File: src/cst_pkg.sv
// constants and types for the card spi token block
package cst_pkg;
   localparam int DATA_W = 32;
   localparam int AW = 8;
   localparam logic [7:0] ADDR_CTRL = 8'h00;
   localparam logic [7:0] ADDR_EVENT = 8'h04;
   localparam logic [7:0] ADDR_OCR = 8'h08;
   localparam logic [7:0] ADDR_BUSY = 8'h0c;
   localparam logic [7:0] ADDR_WP = 8'h10;
   localparam logic [7:0] ADDR_WPCRC = 8'h14;
   localparam logic [7:0] ADDR_WPCNT = 8'h18;
   localparam logic [7:0] ADDR_STATE = 8'h1c;
   localparam logic [7:0] ADDR_RX = 8'h20;
   localparam logic [7:0] ADDR_FLAGS = 8'h24;
   localparam int CTRL_ACK_LSB = 4;
   localparam int CTRL_ACTIVE_BIT = 3;
   localparam int CTRL_ARM_BIT = 8;
   localparam int EVT_EXT_LSB = 8;
   localparam int ST_IDLE_BIT = 0;
   localparam int ST_LOCK_BIT = 1;
   localparam logic [1:0] STATE_RESET = 2'h1;
   localparam logic [31:0] OCR_RESET = 32'h0000_0000;
   localparam logic [2:0] ACK_RESET = 3'h2;
   localparam logic [7:0] TOK_START = 8'hfe;
   localparam logic [7:0] TOK_START_MULTI = 8'hfc;
   localparam logic [7:0] TOK_STOP = 8'hfd;
   localparam logic [7:0] BYTE_IDLE = 8'hff;
   localparam logic [7:0] BUSY_BYTE = 8'h00;
   localparam logic [2:0] ACK_OK = 3'h2;
   localparam logic [2:0] ACK_CRC = 3'h5;
   localparam logic [2:0] ACK_WRITE = 3'h6;
   localparam logic [9:0] BLOCK_BYTES = 10'h200;
   localparam logic [9:0] RX_LAST = 10'h201;
   localparam logic [5:0] WP_GROUPS = 6'h20;
   // short status bit positions
   localparam int SB_IDLE = 0;
   localparam int SB_ERESET = 1;
   localparam int SB_ILLEGAL = 2;
   localparam int SB_CRC = 3;
   localparam int SB_ESEQ = 4;
   localparam int SB_ADDR = 5;
   localparam int SB_PARAM = 6;
   // extended second byte bit positions
   localparam int EB_LOCKED = 0;
   localparam int EB_SKIP = 1;
   localparam int EB_ERR = 2;
   localparam int EB_CC = 3;
   localparam int EB_ECC = 4;
   localparam int EB_WPV = 5;
   localparam int EB_EPARAM = 6;
   localparam int EB_OOR = 7;
   typedef enum logic [2:0] {
      KIND_NONE = 3'h0,
      KIND_SHORT = 3'h1,
      KIND_BUSY = 3'h2,
      KIND_EXT = 3'h3,
      KIND_OPCOND = 3'h4,
      KIND_ACK = 3'h5,
      KIND_DERR = 3'h6,
      KIND_WP = 3'h7
   } cst_kind_type;
   typedef enum logic [2:0] {
      SEQ_IDLE = 3'h1,
      SEQ_SEND = 3'h2,
      SEQ_BUSY = 3'h4
   } cst_seq_type;
   typedef enum logic [1:0] {
      RX_HUNT = 2'h1,
      RX_DATA = 2'h2
   } cst_rx_type;
endpackage

File: src/cst_byte_shift.sv
// spi mode 0 byte shifter, msb first both ways
module cst_byte_shift (
   input wire logic clk_in,
   input wire logic rst_in,
   input wire logic rise_in,
   input wire logic fall_in,
   input wire logic cs_act_in,
   input wire logic mosi_in,
   input wire logic [7:0] tx_byte_in,
   output logic miso_out,
   output logic [7:0] rx_byte_out,
   output logic rx_valid_out,
   output logic tx_take_out
);
   logic [2:0] bit_cnt_reg;
   logic [6:0] rx_sh_reg;
   logic [7:0] tx_sh_reg;
   assign miso_out = tx_sh_reg[7];
   always_ff @(posedge clk_in or posedge rst_in) begin
      if (rst_in) begin
         bit_cnt_reg <= 3'h0;
         rx_sh_reg <= 7'h00;
      end else if (!cs_act_in) begin
         bit_cnt_reg <= 3'h0;
      end else if (rise_in) begin
         bit_cnt_reg <= bit_cnt_reg + 3'h1;
         rx_sh_reg <= {rx_sh_reg[5:0], mosi_in};
      end
   end
   always_ff @(posedge clk_in or posedge rst_in) begin
      if (rst_in) begin
         rx_byte_out <= 8'hff;
         rx_valid_out <= 1'b0;
      end else begin
         rx_valid_out <= cs_act_in && rise_in && (bit_cnt_reg == 3'h7);
         if (cs_act_in && rise_in && (bit_cnt_reg == 3'h7)) begin
            rx_byte_out <= {rx_sh_reg, mosi_in};
         end
      end
   end
   // next byte is fetched on the fall after the eighth rise
   always_ff @(posedge clk_in or posedge rst_in) begin
      if (rst_in) begin
         tx_sh_reg <= 8'hff;
         tx_take_out <= 1'b0;
      end else begin
         tx_take_out <= cs_act_in && fall_in && (bit_cnt_reg == 3'h0);
         if (!cs_act_in) begin
            tx_sh_reg <= 8'hff;
         end else if (fall_in && (bit_cnt_reg == 3'h0)) begin
            tx_sh_reg <= tx_byte_in;
         end else if (fall_in) begin
            tx_sh_reg <= {tx_sh_reg[6:0], 1'b1};
         end
      end
   end
endmodule

File: src/cst_card_spi_tokens.sv
// card spi reply and data token engine with ahb-lite registers
// Summary of operation
// [RULE1] all bytes travel msb first
// [RULE2] short status after every non-query command
// [RULE3] seven short status flags, one means set
// [RULE4] busy bytes zero while busy, then nonzero
// [RULE5] query status gives two bytes, short first
// [RULE6] one bit: out of range or protected field
// [RULE7] second byte flags erase, protect, ecc, controller, general
// [RULE8] one bit: protected erase skip or lock failure
// [RULE9] locked bit follows card lock state
// [RULE10] operating conditions reply: status plus four bytes
// [RULE11] data ack status 010, 101 or 110
// [RULE12] data token: start, data, two crc bytes
// [RULE13] start fe or fc, stop fd
// [RULE14] written blocks are exactly 512 bytes
// [RULE15] host reads never cross block boundary
// [RULE16] host writes never cross block boundary
// [RULE17] protect token: 32 bits lsb first group, crc
// [RULE18] read failure sends one byte error token
// [RULE19] error bits clear once sent to host
// [RULE20] state bits follow card state
// [RULE21] execution errors only in extended reply
// [RULE22] no underrun or overrun bits reported
// [RULE23] host keeps clock running after replies
// [RULE24] short status bit order idle upward
// [RULE25] ack byte: bit4 zero, status, bit0 one
//
// The implementer's own choices: the AHB-Lite register port and the placing of the registers.
module cst_card_spi_tokens (
   input wire logic CORE_CLK_IN,
   input wire logic RESET_IN,
   input wire logic HSEL_IN,
   input wire logic [cst_pkg::DATA_W-1:0] HADDR_IN,
   input wire logic [1:0] HTRANS_IN,
   input wire logic HWRITE_IN,
   input wire logic [2:0] HSIZE_IN,
   input wire logic [cst_pkg::DATA_W-1:0] HWDATA_IN,
   input wire logic HREADY_IN,
   output logic [cst_pkg::DATA_W-1:0] HRDATA_OUT,
   output logic HREADYOUT_OUT,
   output logic HRESP_OUT,
   input wire logic SPI_SCK_IN,
   input wire logic SPI_CS_N_IN,
   input wire logic SPI_MOSI_IN,
   output logic SPI_MISO_OUT,
   output logic SPI_MISO_OE_OUT
);
   import cst_pkg::*;
   logic sck_s;
   logic cs_n_s;
   logic mosi_s;
   logic sck_d_reg;
   logic rise;
   logic fall;
   logic cs_act;
   logic [7:0] rx_byte;
   logic rx_valid;
   logic tx_take;
   logic [7:0] tx_byte;
   logic acc;
   logic wr_pend_reg;
   logic [AW-1:0] wr_addr_reg;
   logic wr;
   logic rd_rx;
   logic [31:0] rd_mux;
   logic [31:0] ocr_reg;
   logic busy_reg;
   logic [31:0] wp_reg;
   logic [15:0] wpcrc_reg;
   logic [5:0] wpcnt_reg;
   logic [1:0] state_reg;
   logic [2:0] ack_reg;
   logic rx_arm_reg;
   logic [6:1] short_err_reg;
   logic [7:1] ext_err_reg;
   logic [6:1] evt_short;
   logic [7:1] evt_ext;
   logic [6:1] clr_short;
   logic [7:1] clr_ext;
   logic [7:0] short_now;
   logic [7:0] ext_now;
   logic [7:0] snap_short_reg;
   logic [7:0] snap_ext_reg;
   logic [31:0] wp_masked;
   cst_kind_type kind_wr;
   cst_kind_type kind_reg;
   cst_seq_type seq_reg;
   logic [2:0] idx_reg;
   logic [2:0] last_idx;
   logic start;
   cst_rx_type rx_state_reg;
   logic [9:0] rx_cnt_reg;
   logic [7:0] rx_data_reg;
   logic rx_new_reg;
   logic blk_done_reg;
   logic stop_seen_reg;
   logic [15:0] rx_crc_reg;

   // pins from the host cross into the core clock
   cst_sync3 u_sync_sck (
      .clk_in(CORE_CLK_IN),
      .rst_in(RESET_IN),
      .d_in(SPI_SCK_IN),
      .q_out(sck_s)
   );
   cst_sync3 u_sync_cs (
      .clk_in(CORE_CLK_IN),
      .rst_in(RESET_IN),
      .d_in(SPI_CS_N_IN),
      .q_out(cs_n_s)
   );
   cst_sync3 u_sync_mosi (
      .clk_in(CORE_CLK_IN),
      .rst_in(RESET_IN),
      .d_in(SPI_MOSI_IN),
      .q_out(mosi_s)
   );
   always_ff @(posedge CORE_CLK_IN or posedge RESET_IN) begin
      if (RESET_IN) begin
         sck_d_reg <= 1'b1; // matches the synchroniser, so no false rise after reset
      end else begin
         sck_d_reg <= sck_s;
      end
   end
   assign rise = sck_s && !sck_d_reg;
   assign fall = !sck_s && sck_d_reg;
   assign cs_act = !cs_n_s;
   assign SPI_MISO_OE_OUT = cs_act;

   cst_byte_shift u_shift (
      .clk_in(CORE_CLK_IN),
      .rst_in(RESET_IN),
      .rise_in(rise),
      .fall_in(fall),
      .cs_act_in(cs_act),
      .mosi_in(mosi_s),
      .tx_byte_in(tx_byte), // RULE1
      .miso_out(SPI_MISO_OUT),
      .rx_byte_out(rx_byte),
      .rx_valid_out(rx_valid),
      .tx_take_out(tx_take)
   );

   // bus slave: zero wait states, always okay
   assign HREADYOUT_OUT = 1'b1;
   assign HRESP_OUT = 1'b0;
   assign acc = HSEL_IN && HTRANS_IN[1] && HREADY_IN;
   assign wr = wr_pend_reg;
   assign rd_rx = acc && !HWRITE_IN && (HADDR_IN[AW-1:0] == ADDR_RX);
   always_ff @(posedge CORE_CLK_IN or posedge RESET_IN) begin
      if (RESET_IN) begin
         wr_pend_reg <= 1'b0;
         wr_addr_reg <= '0;
      end else begin
         wr_pend_reg <= acc && HWRITE_IN;
         if (acc) begin
            wr_addr_reg <= HADDR_IN[AW-1:0];
         end
      end
   end
   always_comb begin
      case (HADDR_IN[AW-1:0])
         ADDR_CTRL: rd_mux = {23'h0, rx_arm_reg, 1'b0, ack_reg,
                              seq_reg != SEQ_IDLE, kind_reg};
         ADDR_OCR: rd_mux = ocr_reg;
         ADDR_BUSY: rd_mux = {31'h0, busy_reg};
         ADDR_WP: rd_mux = wp_reg;
         ADDR_WPCRC: rd_mux = {16'h0, wpcrc_reg};
         ADDR_WPCNT: rd_mux = {26'h0, wpcnt_reg};
         ADDR_STATE: rd_mux = {30'h0, state_reg};
         ADDR_RX: rd_mux = {rx_crc_reg, 4'h0, rx_state_reg == RX_DATA,
                            stop_seen_reg, blk_done_reg, rx_new_reg, rx_data_reg};
         ADDR_FLAGS: rd_mux = {16'h0, ext_now, short_now};
         default: rd_mux = 32'h0;
      endcase
   end
   // read data is prepared in the address phase
   always_ff @(posedge CORE_CLK_IN or posedge RESET_IN) begin
      if (RESET_IN) begin
         HRDATA_OUT <= 32'h0;
      end else if (acc && !HWRITE_IN) begin
         HRDATA_OUT <= rd_mux;
      end
   end

   // configuration written by card firmware
   always_ff @(posedge CORE_CLK_IN or posedge RESET_IN) begin
      if (RESET_IN) begin
         ocr_reg <= OCR_RESET;
         busy_reg <= 1'b0;
         wp_reg <= 32'h0;
         wpcrc_reg <= 16'h0;
         wpcnt_reg <= WP_GROUPS;
         state_reg <= STATE_RESET;
         ack_reg <= ACK_RESET;
         rx_arm_reg <= 1'b0;
      end else if (wr) begin
         case (wr_addr_reg)
            ADDR_CTRL: begin
               ack_reg <= HWDATA_IN[CTRL_ACK_LSB +: 3];
               rx_arm_reg <= HWDATA_IN[CTRL_ARM_BIT];
            end
            ADDR_OCR: ocr_reg <= HWDATA_IN;
            ADDR_BUSY: busy_reg <= HWDATA_IN[0];
            ADDR_WP: wp_reg <= HWDATA_IN;
            ADDR_WPCRC: wpcrc_reg <= HWDATA_IN[15:0];
            ADDR_WPCNT: wpcnt_reg <= HWDATA_IN[5:0];
            ADDR_STATE: state_reg <= HWDATA_IN[1:0]; // RULE20
            default: ;
         endcase
      end
   end

   // error flags: sticky, set beats a clear in the same cycle
   assign evt_short = (wr && wr_addr_reg == ADDR_EVENT) ? HWDATA_IN[6:1] : 6'h0;
   assign evt_ext = (wr && wr_addr_reg == ADDR_EVENT) ?
                    HWDATA_IN[EVT_EXT_LSB+1 +: 7] : 7'h0;
   always_comb begin
      clr_short = 6'h0;
      clr_ext = 7'h0;
      if (start) begin
         if (kind_wr inside {KIND_SHORT, KIND_BUSY, KIND_EXT, KIND_OPCOND}) begin
            clr_short = 6'h3f; // RULE19
         end
         if (kind_wr == KIND_EXT) begin
            clr_ext = 7'h7f; // RULE19
         end
         if (kind_wr == KIND_DERR) begin
            clr_ext = 7'h4e; // RULE19
         end
      end
   end
   always_ff @(posedge CORE_CLK_IN or posedge RESET_IN) begin
      if (RESET_IN) begin
         short_err_reg <= 6'h0;
         ext_err_reg <= 7'h0;
      end else begin
         short_err_reg <= (short_err_reg & ~clr_short) | evt_short;
         ext_err_reg <= (ext_err_reg & ~clr_ext) | evt_ext;
      end
   end
   // no underrun or overrun positions exist anywhere
   assign short_now = {1'b0, short_err_reg, state_reg[ST_IDLE_BIT]}; // RULE2 RULE3 RULE24 RULE22
   assign ext_now = {ext_err_reg, state_reg[ST_LOCK_BIT]}; // RULE6 RULE7 RULE8 RULE9

   // groups past the valid range read as zero
   assign wp_masked = (wpcnt_reg >= WP_GROUPS) ? wp_reg :
                      (wp_reg & ((32'h1 << wpcnt_reg) - 32'h1)); // RULE17

   // reply sequencer; a start while busy is ignored
   assign kind_wr = cst_kind_type'(HWDATA_IN[2:0]);
   assign start = wr && (wr_addr_reg == ADDR_CTRL) && (kind_wr != KIND_NONE)
                  && (seq_reg == SEQ_IDLE);
   always_comb begin
      case (kind_reg)
         KIND_EXT: last_idx = 3'h1; // RULE5
         KIND_OPCOND: last_idx = 3'h4; // RULE10
         KIND_WP: last_idx = 3'h6; // RULE12
         default: last_idx = 3'h0;
      endcase
   end
   always_ff @(posedge CORE_CLK_IN or posedge RESET_IN) begin
      if (RESET_IN) begin
         snap_short_reg <= 8'h0;
         snap_ext_reg <= 8'h0;
         kind_reg <= KIND_NONE;
      end else if (start) begin
         snap_short_reg <= short_now;
         snap_ext_reg <= ext_now;
         kind_reg <= kind_wr;
      end
   end
   always_ff @(posedge CORE_CLK_IN or posedge RESET_IN) begin
      if (RESET_IN) begin
         seq_reg <= SEQ_IDLE;
         idx_reg <= 3'h0;
      end else begin
         case (seq_reg)
            SEQ_IDLE: begin
               idx_reg <= 3'h0;
               if (start) begin
                  seq_reg <= SEQ_SEND;
               end
            end
            SEQ_SEND: begin
               if (tx_take && idx_reg == last_idx) begin
                  seq_reg <= (kind_reg == KIND_BUSY) ? SEQ_BUSY : SEQ_IDLE; // RULE4
               end else if (tx_take) begin
                  idx_reg <= idx_reg + 3'h1;
               end
            end
            SEQ_BUSY: begin
               if (tx_take && !busy_reg) begin
                  seq_reg <= SEQ_IDLE; // RULE4
               end
            end
            default: seq_reg <= SEQ_IDLE;
         endcase
      end
   end
   // byte offered to the shifter at each byte boundary
   always_comb begin
      tx_byte = BYTE_IDLE;
      if (seq_reg == SEQ_BUSY) begin
         tx_byte = busy_reg ? BUSY_BYTE : BYTE_IDLE; // RULE4
      end else if (seq_reg == SEQ_SEND) begin
         case (kind_reg)
            KIND_SHORT, KIND_BUSY: tx_byte = snap_short_reg; // RULE2
            KIND_EXT: tx_byte = (idx_reg == 3'h0) ? snap_short_reg : snap_ext_reg; // RULE5
            KIND_OPCOND: begin
               case (idx_reg)
                  3'h0: tx_byte = snap_short_reg;
                  3'h1: tx_byte = ocr_reg[31:24]; // RULE10
                  3'h2: tx_byte = ocr_reg[23:16];
                  3'h3: tx_byte = ocr_reg[15:8];
                  default: tx_byte = ocr_reg[7:0];
               endcase
            end
            KIND_ACK: tx_byte = {3'h7, 1'b0, ack_reg, 1'b1}; // RULE11 RULE25
            KIND_DERR: tx_byte = {4'h0, snap_ext_reg[EB_OOR], snap_ext_reg[EB_ECC],
                                  snap_ext_reg[EB_CC], snap_ext_reg[EB_ERR]}; // RULE18
            KIND_WP: begin
               case (idx_reg)
                  3'h0: tx_byte = TOK_START; // RULE13
                  3'h1: tx_byte = wp_masked[31:24]; // RULE17
                  3'h2: tx_byte = wp_masked[23:16];
                  3'h3: tx_byte = wp_masked[15:8];
                  3'h4: tx_byte = wp_masked[7:0];
                  3'h5: tx_byte = wpcrc_reg[15:8]; // RULE12
                  default: tx_byte = wpcrc_reg[7:0];
               endcase
            end
            default: tx_byte = BYTE_IDLE;
         endcase
      end
   end

   // write block receiver; boundaries are the host's concern
   always_ff @(posedge CORE_CLK_IN or posedge RESET_IN) begin
      if (RESET_IN) begin
         rx_state_reg <= RX_HUNT;
         rx_cnt_reg <= 10'h0;
         rx_crc_reg <= 16'h0;
      end else if (rx_valid) begin
         case (rx_state_reg)
            RX_HUNT: begin
               rx_cnt_reg <= 10'h0;
               if (rx_arm_reg && (rx_byte == TOK_START || rx_byte == TOK_START_MULTI)) begin
                  rx_state_reg <= RX_DATA; // RULE13
               end
            end
            RX_DATA: begin
               rx_cnt_reg <= rx_cnt_reg + 10'h1;
               if (rx_cnt_reg == BLOCK_BYTES) begin
                  rx_crc_reg[15:8] <= rx_byte; // RULE12
               end
               if (rx_cnt_reg == RX_LAST) begin
                  rx_crc_reg[7:0] <= rx_byte;
                  rx_state_reg <= RX_HUNT; // RULE14 RULE16
               end
            end
            default: rx_state_reg <= RX_HUNT;
         endcase
      end
   end
   // status flags of the receiver clear on read of rx word
   always_ff @(posedge CORE_CLK_IN or posedge RESET_IN) begin
      if (RESET_IN) begin
         rx_data_reg <= 8'h0;
         rx_new_reg <= 1'b0;
         blk_done_reg <= 1'b0;
         stop_seen_reg <= 1'b0;
      end else begin
         if (rx_valid && rx_state_reg == RX_DATA && rx_cnt_reg < BLOCK_BYTES) begin
            rx_data_reg <= rx_byte;
            rx_new_reg <= 1'b1;
         end else if (rd_rx) begin
            rx_new_reg <= 1'b0;
         end
         if (rx_valid && rx_state_reg == RX_DATA && rx_cnt_reg == RX_LAST) begin
            blk_done_reg <= 1'b1; // RULE14
         end else if (rd_rx) begin
            blk_done_reg <= 1'b0;
         end
         if (rx_valid && rx_state_reg == RX_HUNT && rx_arm_reg && rx_byte == TOK_STOP) begin
            stop_seen_reg <= 1'b1; // RULE13
         end else if (rd_rx) begin
            stop_seen_reg <= 1'b0;
         end
      end
   end

   short_msb_a: assert property (@(posedge CORE_CLK_IN) disable iff (RESET_IN)
      (seq_reg == SEQ_SEND && idx_reg == 3'h0
       && kind_reg inside {KIND_SHORT, KIND_BUSY, KIND_EXT, KIND_OPCOND}) |-> !tx_byte[7])
      else $error("short status msb not zero"); // RULE2
   ack_format_a: assert property (@(posedge CORE_CLK_IN) disable iff (RESET_IN)
      (seq_reg == SEQ_SEND && kind_reg == KIND_ACK) |->
      (!tx_byte[4] && tx_byte[0] && tx_byte[3:1] == ack_reg))
      else $error("ack byte layout wrong"); // RULE25
   ext_first_a: assert property (@(posedge CORE_CLK_IN) disable iff (RESET_IN)
      start && kind_wr == KIND_EXT |=> (tx_byte == snap_short_reg)
      && (snap_short_reg == $past(short_now)))
      else $error("extended reply first byte differs"); // RULE5
   opcond_len_a: assert property (@(posedge CORE_CLK_IN) disable iff (RESET_IN)
      (seq_reg == SEQ_SEND && kind_reg == KIND_OPCOND && idx_reg == 3'h4 && tx_take)
      |=> seq_reg == SEQ_IDLE)
      else $error("operating conditions reply not five bytes"); // RULE10
   busy_zero_a: assert property (@(posedge CORE_CLK_IN) disable iff (RESET_IN)
      (seq_reg == SEQ_BUSY) |-> (tx_byte == 8'h00) == busy_reg)
      else $error("busy byte does not follow busy state"); // RULE4
   clear_read_a: assert property (@(posedge CORE_CLK_IN) disable iff (RESET_IN)
      (start && kind_wr == KIND_SHORT && !evt_short[SB_CRC]) |=> !short_err_reg[SB_CRC])
      else $error("sent error bit not cleared"); // RULE19
   set_wins_a: assert property (@(posedge CORE_CLK_IN) disable iff (RESET_IN)
      evt_ext[EB_ECC] |=> ext_err_reg[EB_ECC])
      else $error("error event lost"); // RULE7
   lock_bit_a: assert property (@(posedge CORE_CLK_IN) disable iff (RESET_IN)
      start |=> snap_ext_reg[EB_LOCKED] == $past(state_reg[ST_LOCK_BIT]))
      else $error("locked bit not state"); // RULE9
   derr_low_a: assert property (@(posedge CORE_CLK_IN) disable iff (RESET_IN)
      (seq_reg == SEQ_SEND && kind_reg == KIND_DERR) |->
      (tx_byte[7:4] == 4'h0 && tx_byte[0] == snap_ext_reg[EB_ERR]))
      else $error("error token bits wrong"); // RULE18
   wp_mask_a: assert property (@(posedge CORE_CLK_IN) disable iff (RESET_IN)
      (wpcnt_reg < WP_GROUPS) |-> ((wp_masked >> wpcnt_reg) == 32'h0))
      else $error("out of range group not zero"); // RULE17
   block_end_a: assert property (@(posedge CORE_CLK_IN) disable iff (RESET_IN)
      (rx_valid && rx_state_reg == RX_DATA && rx_cnt_reg == RX_LAST)
      |=> blk_done_reg && rx_state_reg == RX_HUNT)
      else $error("block of 512 plus crc not closed"); // RULE14
endmodule

File: src/cst_sync3.sv
// three flop synchroniser with agreement filter
module cst_sync3 (
   input wire logic clk_in,
   input wire logic rst_in,
   input wire logic d_in,
   output logic q_out
);
   logic s1_reg;
   logic s2_reg;
   logic s3_reg;
   always_ff @(posedge clk_in or posedge rst_in) begin
      if (rst_in) begin
         s1_reg <= 1'b1;
         s2_reg <= 1'b1;
         s3_reg <= 1'b1;
      end else begin
         s1_reg <= d_in;
         s2_reg <= s1_reg;
         s3_reg <= s2_reg;
      end
   end
   // change counts only once stages two and three agree
   always_ff @(posedge clk_in or posedge rst_in) begin
      if (rst_in) begin
         q_out <= 1'b1;
      end else if (s2_reg == s3_reg) begin
         q_out <= s3_reg;
      end
   end
endmodule

File: config.mk
export PLATFORM = sky130hd
export DESIGN_NAME = cst_card_spi_tokens
export DESIGN_NICKNAME = d
export VERILOG_FILES = /design/src/cst_pkg.sv /design/src/cst_byte_shift.sv /design/src/cst_card_spi_tokens.sv /design/src/cst_sync3.sv
export SDC_FILE = /design/constraint.sdc
export NUM_CORES = 1
export LEC_CHECK = 0
export BUFFER_PORTS_ARGS = -buffer_cell sky130_fd_sc_hd__buf_4
export CORE_MARGIN = 5
export CORE_UTILIZATION = 40
export CTS_BUF_LIST = sky130_fd_sc_hd__clkbuf_4
export DETAILED_ROUTE_END_ITERATION = 8
export GPL_TIMING_DRIVEN = 0
export PLACE_DENSITY = 0.55
export REMOVE_ABC_BUFFERS = 1
export SLEW_MARGIN = 10
export SYNTH_ARGS = -nofsm -noshare
export SYNTH_HDL_FRONTEND = slang
export SYNTH_SLANG_ARGS = --single-unit
File: constraint.sdc
create_clock -name CORE_CLK_IN -period 8.9 [get_ports CORE_CLK_IN]
set_clock_uncertainty 0.15 [all_clocks]
set_input_delay 0.445 -clock CORE_CLK_IN [delete_from_list [all_inputs] [get_ports CORE_CLK_IN]]
set_output_delay 0.445 -clock CORE_CLK_IN [all_outputs]
set_load 0.03 [all_outputs]
==> reports/results.md <==
• status: finished, final reports clean
• average size of a mapped cell: 10.71 sq um
• drt total wl: 39770 microns
• I/O pin cnt: 113
• worst hold path type: primary input to flop
• effective utilization at floorplan: 0.4068
• flip-flop and latch count after synthesis: 251
• via count: 10300
• clk sinks: 251
• setup_tns: 0 ps
• RR Endpoint: u_shift.tx_sh_reg[7]
• share of the synthesized area in the top cell type: 0.4353
• multi-input logic area: 5804 sq um
• Critical Path Start Type: flop
• TritonCTS clock tree: built
• Synthesis Warnings: 0
• Finished Layout Cells: 1750
• WL met3: 2790 microns
• Finish-stage setup viols: 0
• arrival time of the worst setup path: 4950 ps
• CTS H-tree lvls: 3
• Synth async-reset ratio: 1.000
• antenna violations before repair: 2
• Max-Cap Viols: 0
• total of fill cells in the finished design: 2867
• number of nets with antenna violations after detailed routing: 0
• area used by sequential logic in the layout: 6324 sq um
• worst-case reg-to-reg path depth: 8
• detailed-route wire length per cell: 22.73 microns
• wire length of the first global-routing pass: 61630 microns
• TritonRoute pass-1 iters: 9
• detailed-routing wirelength on met1: 17160 microns
• worst endpoint required time: 9330 ps
• fmax: 221.0 MHz
• Die H: 186.6 microns
• share of the clock period used by the worst path after layout: 0.5084
• clock network latency to the later pin of the worst-skew pair: 690 ps
• top area cells in the synthesized netlist: sky130_fd_sc_hd__dfrtp_1 (44%), sky130_fd_sc_hd__mux2_2 (13%), sky130_fd_sc_hd__dfstp_2 (7.2%)
• top layer used by detailed routing: met4
• cells after synthesis: 1165
• total met2 wirelength after detailed routing: 18030 microns
• start point of the worst hold path: HADDR_IN[2]
• Top FF cell, synth: sky130_fd_sc_hd__dfrtp_1
• post-synth top area cell: sky130_fd_sc_hd__dfrtp_1
• vias in the first global route: 10380
• number of max-slew violations in the final report: 0
• Worst Setup EP: u_shift.tx_sh_reg[7]
• CP max FO: 24
• clock transition at the registers of the reported paths: 60 ps
• Bufs on Longest Clock Path: 3
• count of final hold-check violations: 0
• type of the worst setup path: flop to flop
• number of violations reported at the end of detailed-routing iteration 0: 953
• Worst Setup SP: idx_reg[2]
• fin nets: 1387
• Post-synth EDFFs: 0
• die footprint: 34820 sq um
• total grt overflow: 0
• number of vias per cell: 5.887
• internal reg-to-reg setup slack: 4370 ps
• total number of placement rows: 64
• Pwr per Cell Area: 177.4 nW/um^2
• remaining routing DRC violations: 0
• post-layout minimum cycle time: 4525 ps
• width of the chip: 186.6 microns
• fraction of the yosys area taken by sequential cells: 0.5069
• total clock buffers created by CTS: 74
• area inside the core boundary: 30670 sq um
• buffers inserted by post-CTS timing repair: 0
• pin count of the biggest net entering global routing: 104
• unrepaired setup endpoints after global routing: false
• number of instances in the placed design: 1572
• I/O Buffers: 82
• layout cells sized above 1: 0.3060
• gr usage total: 0.2231
• DP Wirelength: 28320 microns
• RD Place Congestion: 0.9113
• slew at the pin closest to its max-slew limit: 1150 ps
• peak supply drop: 0.1094 mV
• Layout Area Growth over Synthesis: 19.24%
• Yosys cell types: 79
• Worst Setup End Kind: flop
• RR Startpoint: idx_reg[2]
• Relative slew margins: 0.2317
• combined area of all synthesized cells: 12480 sq um
• P_leak: 6.478 nW
• Root Driver: sky130_fd_sc_hd__clkbuf_4
==> cells by family (layout without fill, tap and decap cells) <==
family          Yosys count  in the layout  synth area share
flops                   251            251            0.5069
other cells               2              3         0.0006020
xor+xnor                 15             15           0.01053
fa+ha+maj                17             17           0.01645
mux                     149            149            0.1337
simple gates            358            358            0.1369
compound gates          275            275            0.1619
buf+inv                  98            286           0.03310
==> cell usage after synthesis, types with 5 or more instances <==
master / n
sky130_fd_sc_hd__o21a_1: 5
sky130_fd_sc_hd__nor4_1: 6
sky130_fd_sc_hd__nand2_1: 140
sky130_fd_sc_hd__o22ai_1: 7
sky130_fd_sc_hd__o21ai_0: 57
sky130_fd_sc_hd__nor3_1: 15
sky130_fd_sc_hd__and2_1: 9
sky130_fd_sc_hd__a31oi_1: 23
sky130_fd_sc_hd__mux2i_1: 8
sky130_fd_sc_hd__nand2b_1: 12
sky130_fd_sc_hd__nand3_1: 28
sky130_fd_sc_hd__dfrtp_1: 217
sky130_fd_sc_hd__nor2b_1: 17
sky130_fd_sc_hd__a21oi_1: 30
sky130_fd_sc_hd__a211oi_1: 6
sky130_fd_sc_hd__xnor2_1: 5
sky130_fd_sc_hd__and3_1: 11
sky130_fd_sc_hd__xor2_1: 10
sky130_fd_sc_hd__or3_1: 5
sky130_fd_sc_hd__o211ai_1: 16
sky130_fd_sc_hd__dfstp_2: 34
sky130_fd_sc_hd__nand4_1: 10
sky130_fd_sc_hd__ha_1: 14
sky130_fd_sc_hd__mux2_2: 141
sky130_fd_sc_hd__a22oi_1: 8
sky130_fd_sc_hd__inv_1: 16
sky130_fd_sc_hd__clkbuf_1: 49
sky130_fd_sc_hd__buf_1: 5
sky130_fd_sc_hd__a22o_1: 25
sky130_fd_sc_hd__buf_2: 23
sky130_fd_sc_hd__a221oi_1: 12
sky130_fd_sc_hd__a222oi_1: 37
sky130_fd_sc_hd__nor2_1: 77
==> timing repair <==
item / 4_1_cts / 5_1_grt
hold buffers: 44 / 0
endpoints found under the hold margin: 171 / 0
gates resized for setup: 0 / 0
endpoints found under the setup margin: 0 / 0
==> cell usage in the layout, fill, tap and decap left out, types with 9 or more instances in the layout <==
cell type / count
sky130_fd_sc_hd__nor2b_1: 17
sky130_fd_sc_hd__nor2_1: 74
sky130_fd_sc_hd__dlygate4sd3_1: 44
sky130_fd_sc_hd__nand4_1: 10
sky130_fd_sc_hd__ha_1: 14
sky130_fd_sc_hd__a22o_1: 25
sky130_fd_sc_hd__clkinv_1: 14
sky130_fd_sc_hd__buf_4: 84
sky130_fd_sc_hd__nand3_1: 27
sky130_fd_sc_hd__dfrtp_1: 217
sky130_fd_sc_hd__nor3_1: 14
sky130_fd_sc_hd__mux2_2: 141
sky130_fd_sc_hd__a221oi_1: 12
sky130_fd_sc_hd__a31oi_1: 23
sky130_fd_sc_hd__nand2_1: 140
sky130_fd_sc_hd__xor2_1: 10
sky130_fd_sc_hd__o21ai_0: 57
sky130_fd_sc_hd__o211ai_1: 16
sky130_fd_sc_hd__a222oi_1: 37
sky130_fd_sc_hd__inv_1: 15
sky130_fd_sc_hd__nand2b_1: 11
sky130_fd_sc_hd__and2_1: 9
sky130_fd_sc_hd__and3_1: 11
sky130_fd_sc_hd__a21oi_1: 30
sky130_fd_sc_hd__dfstp_2: 34
sky130_fd_sc_hd__clkbuf_4: 115
==> worst min-delay path by stage <==
| stage | to | slack, ps | cells past startpoint |
|---|---|---|---|
| final | wr_addr_reg[2] | 90 | 2 |
| after global routing | wr_addr_reg[2] | 50 | 2 |
| after CTS | wr_addr_reg[2] | 20 | 2 |
| after detailed placement | u_sync_cs.s2_reg | 200 | 0 |
| after global placement | u_sync_mosi.s2_reg | 200 | 0 |
| after floorplan | u_sync_cs.s2_reg | 200 | 0 |
==> stage by stage <==
step | power (mW) | setup slack [ps] | hold slack (ps) | cell area [sq um] | util
2_1_floorplan | 1.449 | 1461 | 195.2 | 12120 | -
3_3_place_gp | 1.563 | -1616 | 196.1 | 13230 | 0.4315
3_5_place_dp | 1.574 | 4652 | 197.3 | 13500 | 0.4402
4_1_cts | 2.680 | 4620 | 18.07 | 14870 | 0.4849
5_1_grt | 2.779 | 4204 | 49.25 | 14880 | 0.4850
6_report | 2.639 | 4375 | 86.43 | 14880 | 0.4850
==> cell type report <==
cell class / count / area share
Clock buffer: 115 / 0.05804
Tap cell: 396 / 0.03331
Multi-Input combinational cell: 816 / 0.3902
Sequential cell: 251 / 0.4251
Antenna cell: 1 / 0.0001682
Clock inverter: 18 / 0.004710
Inverter: 16 / 0.004542
Timing Repair Buffer: 137 / 0.08394
==> critical path, cell delays in order, from the launching register on <==
cell,delay [ps]
sky130_fd_sc_hd__dfrtp_1,910
sky130_fd_sc_hd__inv_1,350
sky130_fd_sc_hd__ha_1,670
sky130_fd_sc_hd__or4_1,840
sky130_fd_sc_hd__o21ai_0,220
sky130_fd_sc_hd__a31oi_1,110
sky130_fd_sc_hd__a2111oi_0,830
sky130_fd_sc_hd__o21ai_0,210
sky130_fd_sc_hd__o21a_1,150
==> power by group <==
part           internal (mW)  total [mW]  leakage, nW  switching, mW
registers               1.22        1.30         3.18         0.0810
logic                  0.121       0.267         2.73          0.147
clock network          0.586        1.07        0.567          0.484
total                   1.93        2.64         6.48          0.712
==> per-layer routing <==
layer / vias to the layer above / track usage
met5: - / 0
met4: 0 / 0.09781
met3: 103 / 0.04391
met2: 448 / 0.3460
met1: 5112 / 0.3055
li1: 4640 / -
(Power assumes the default switching activity.)
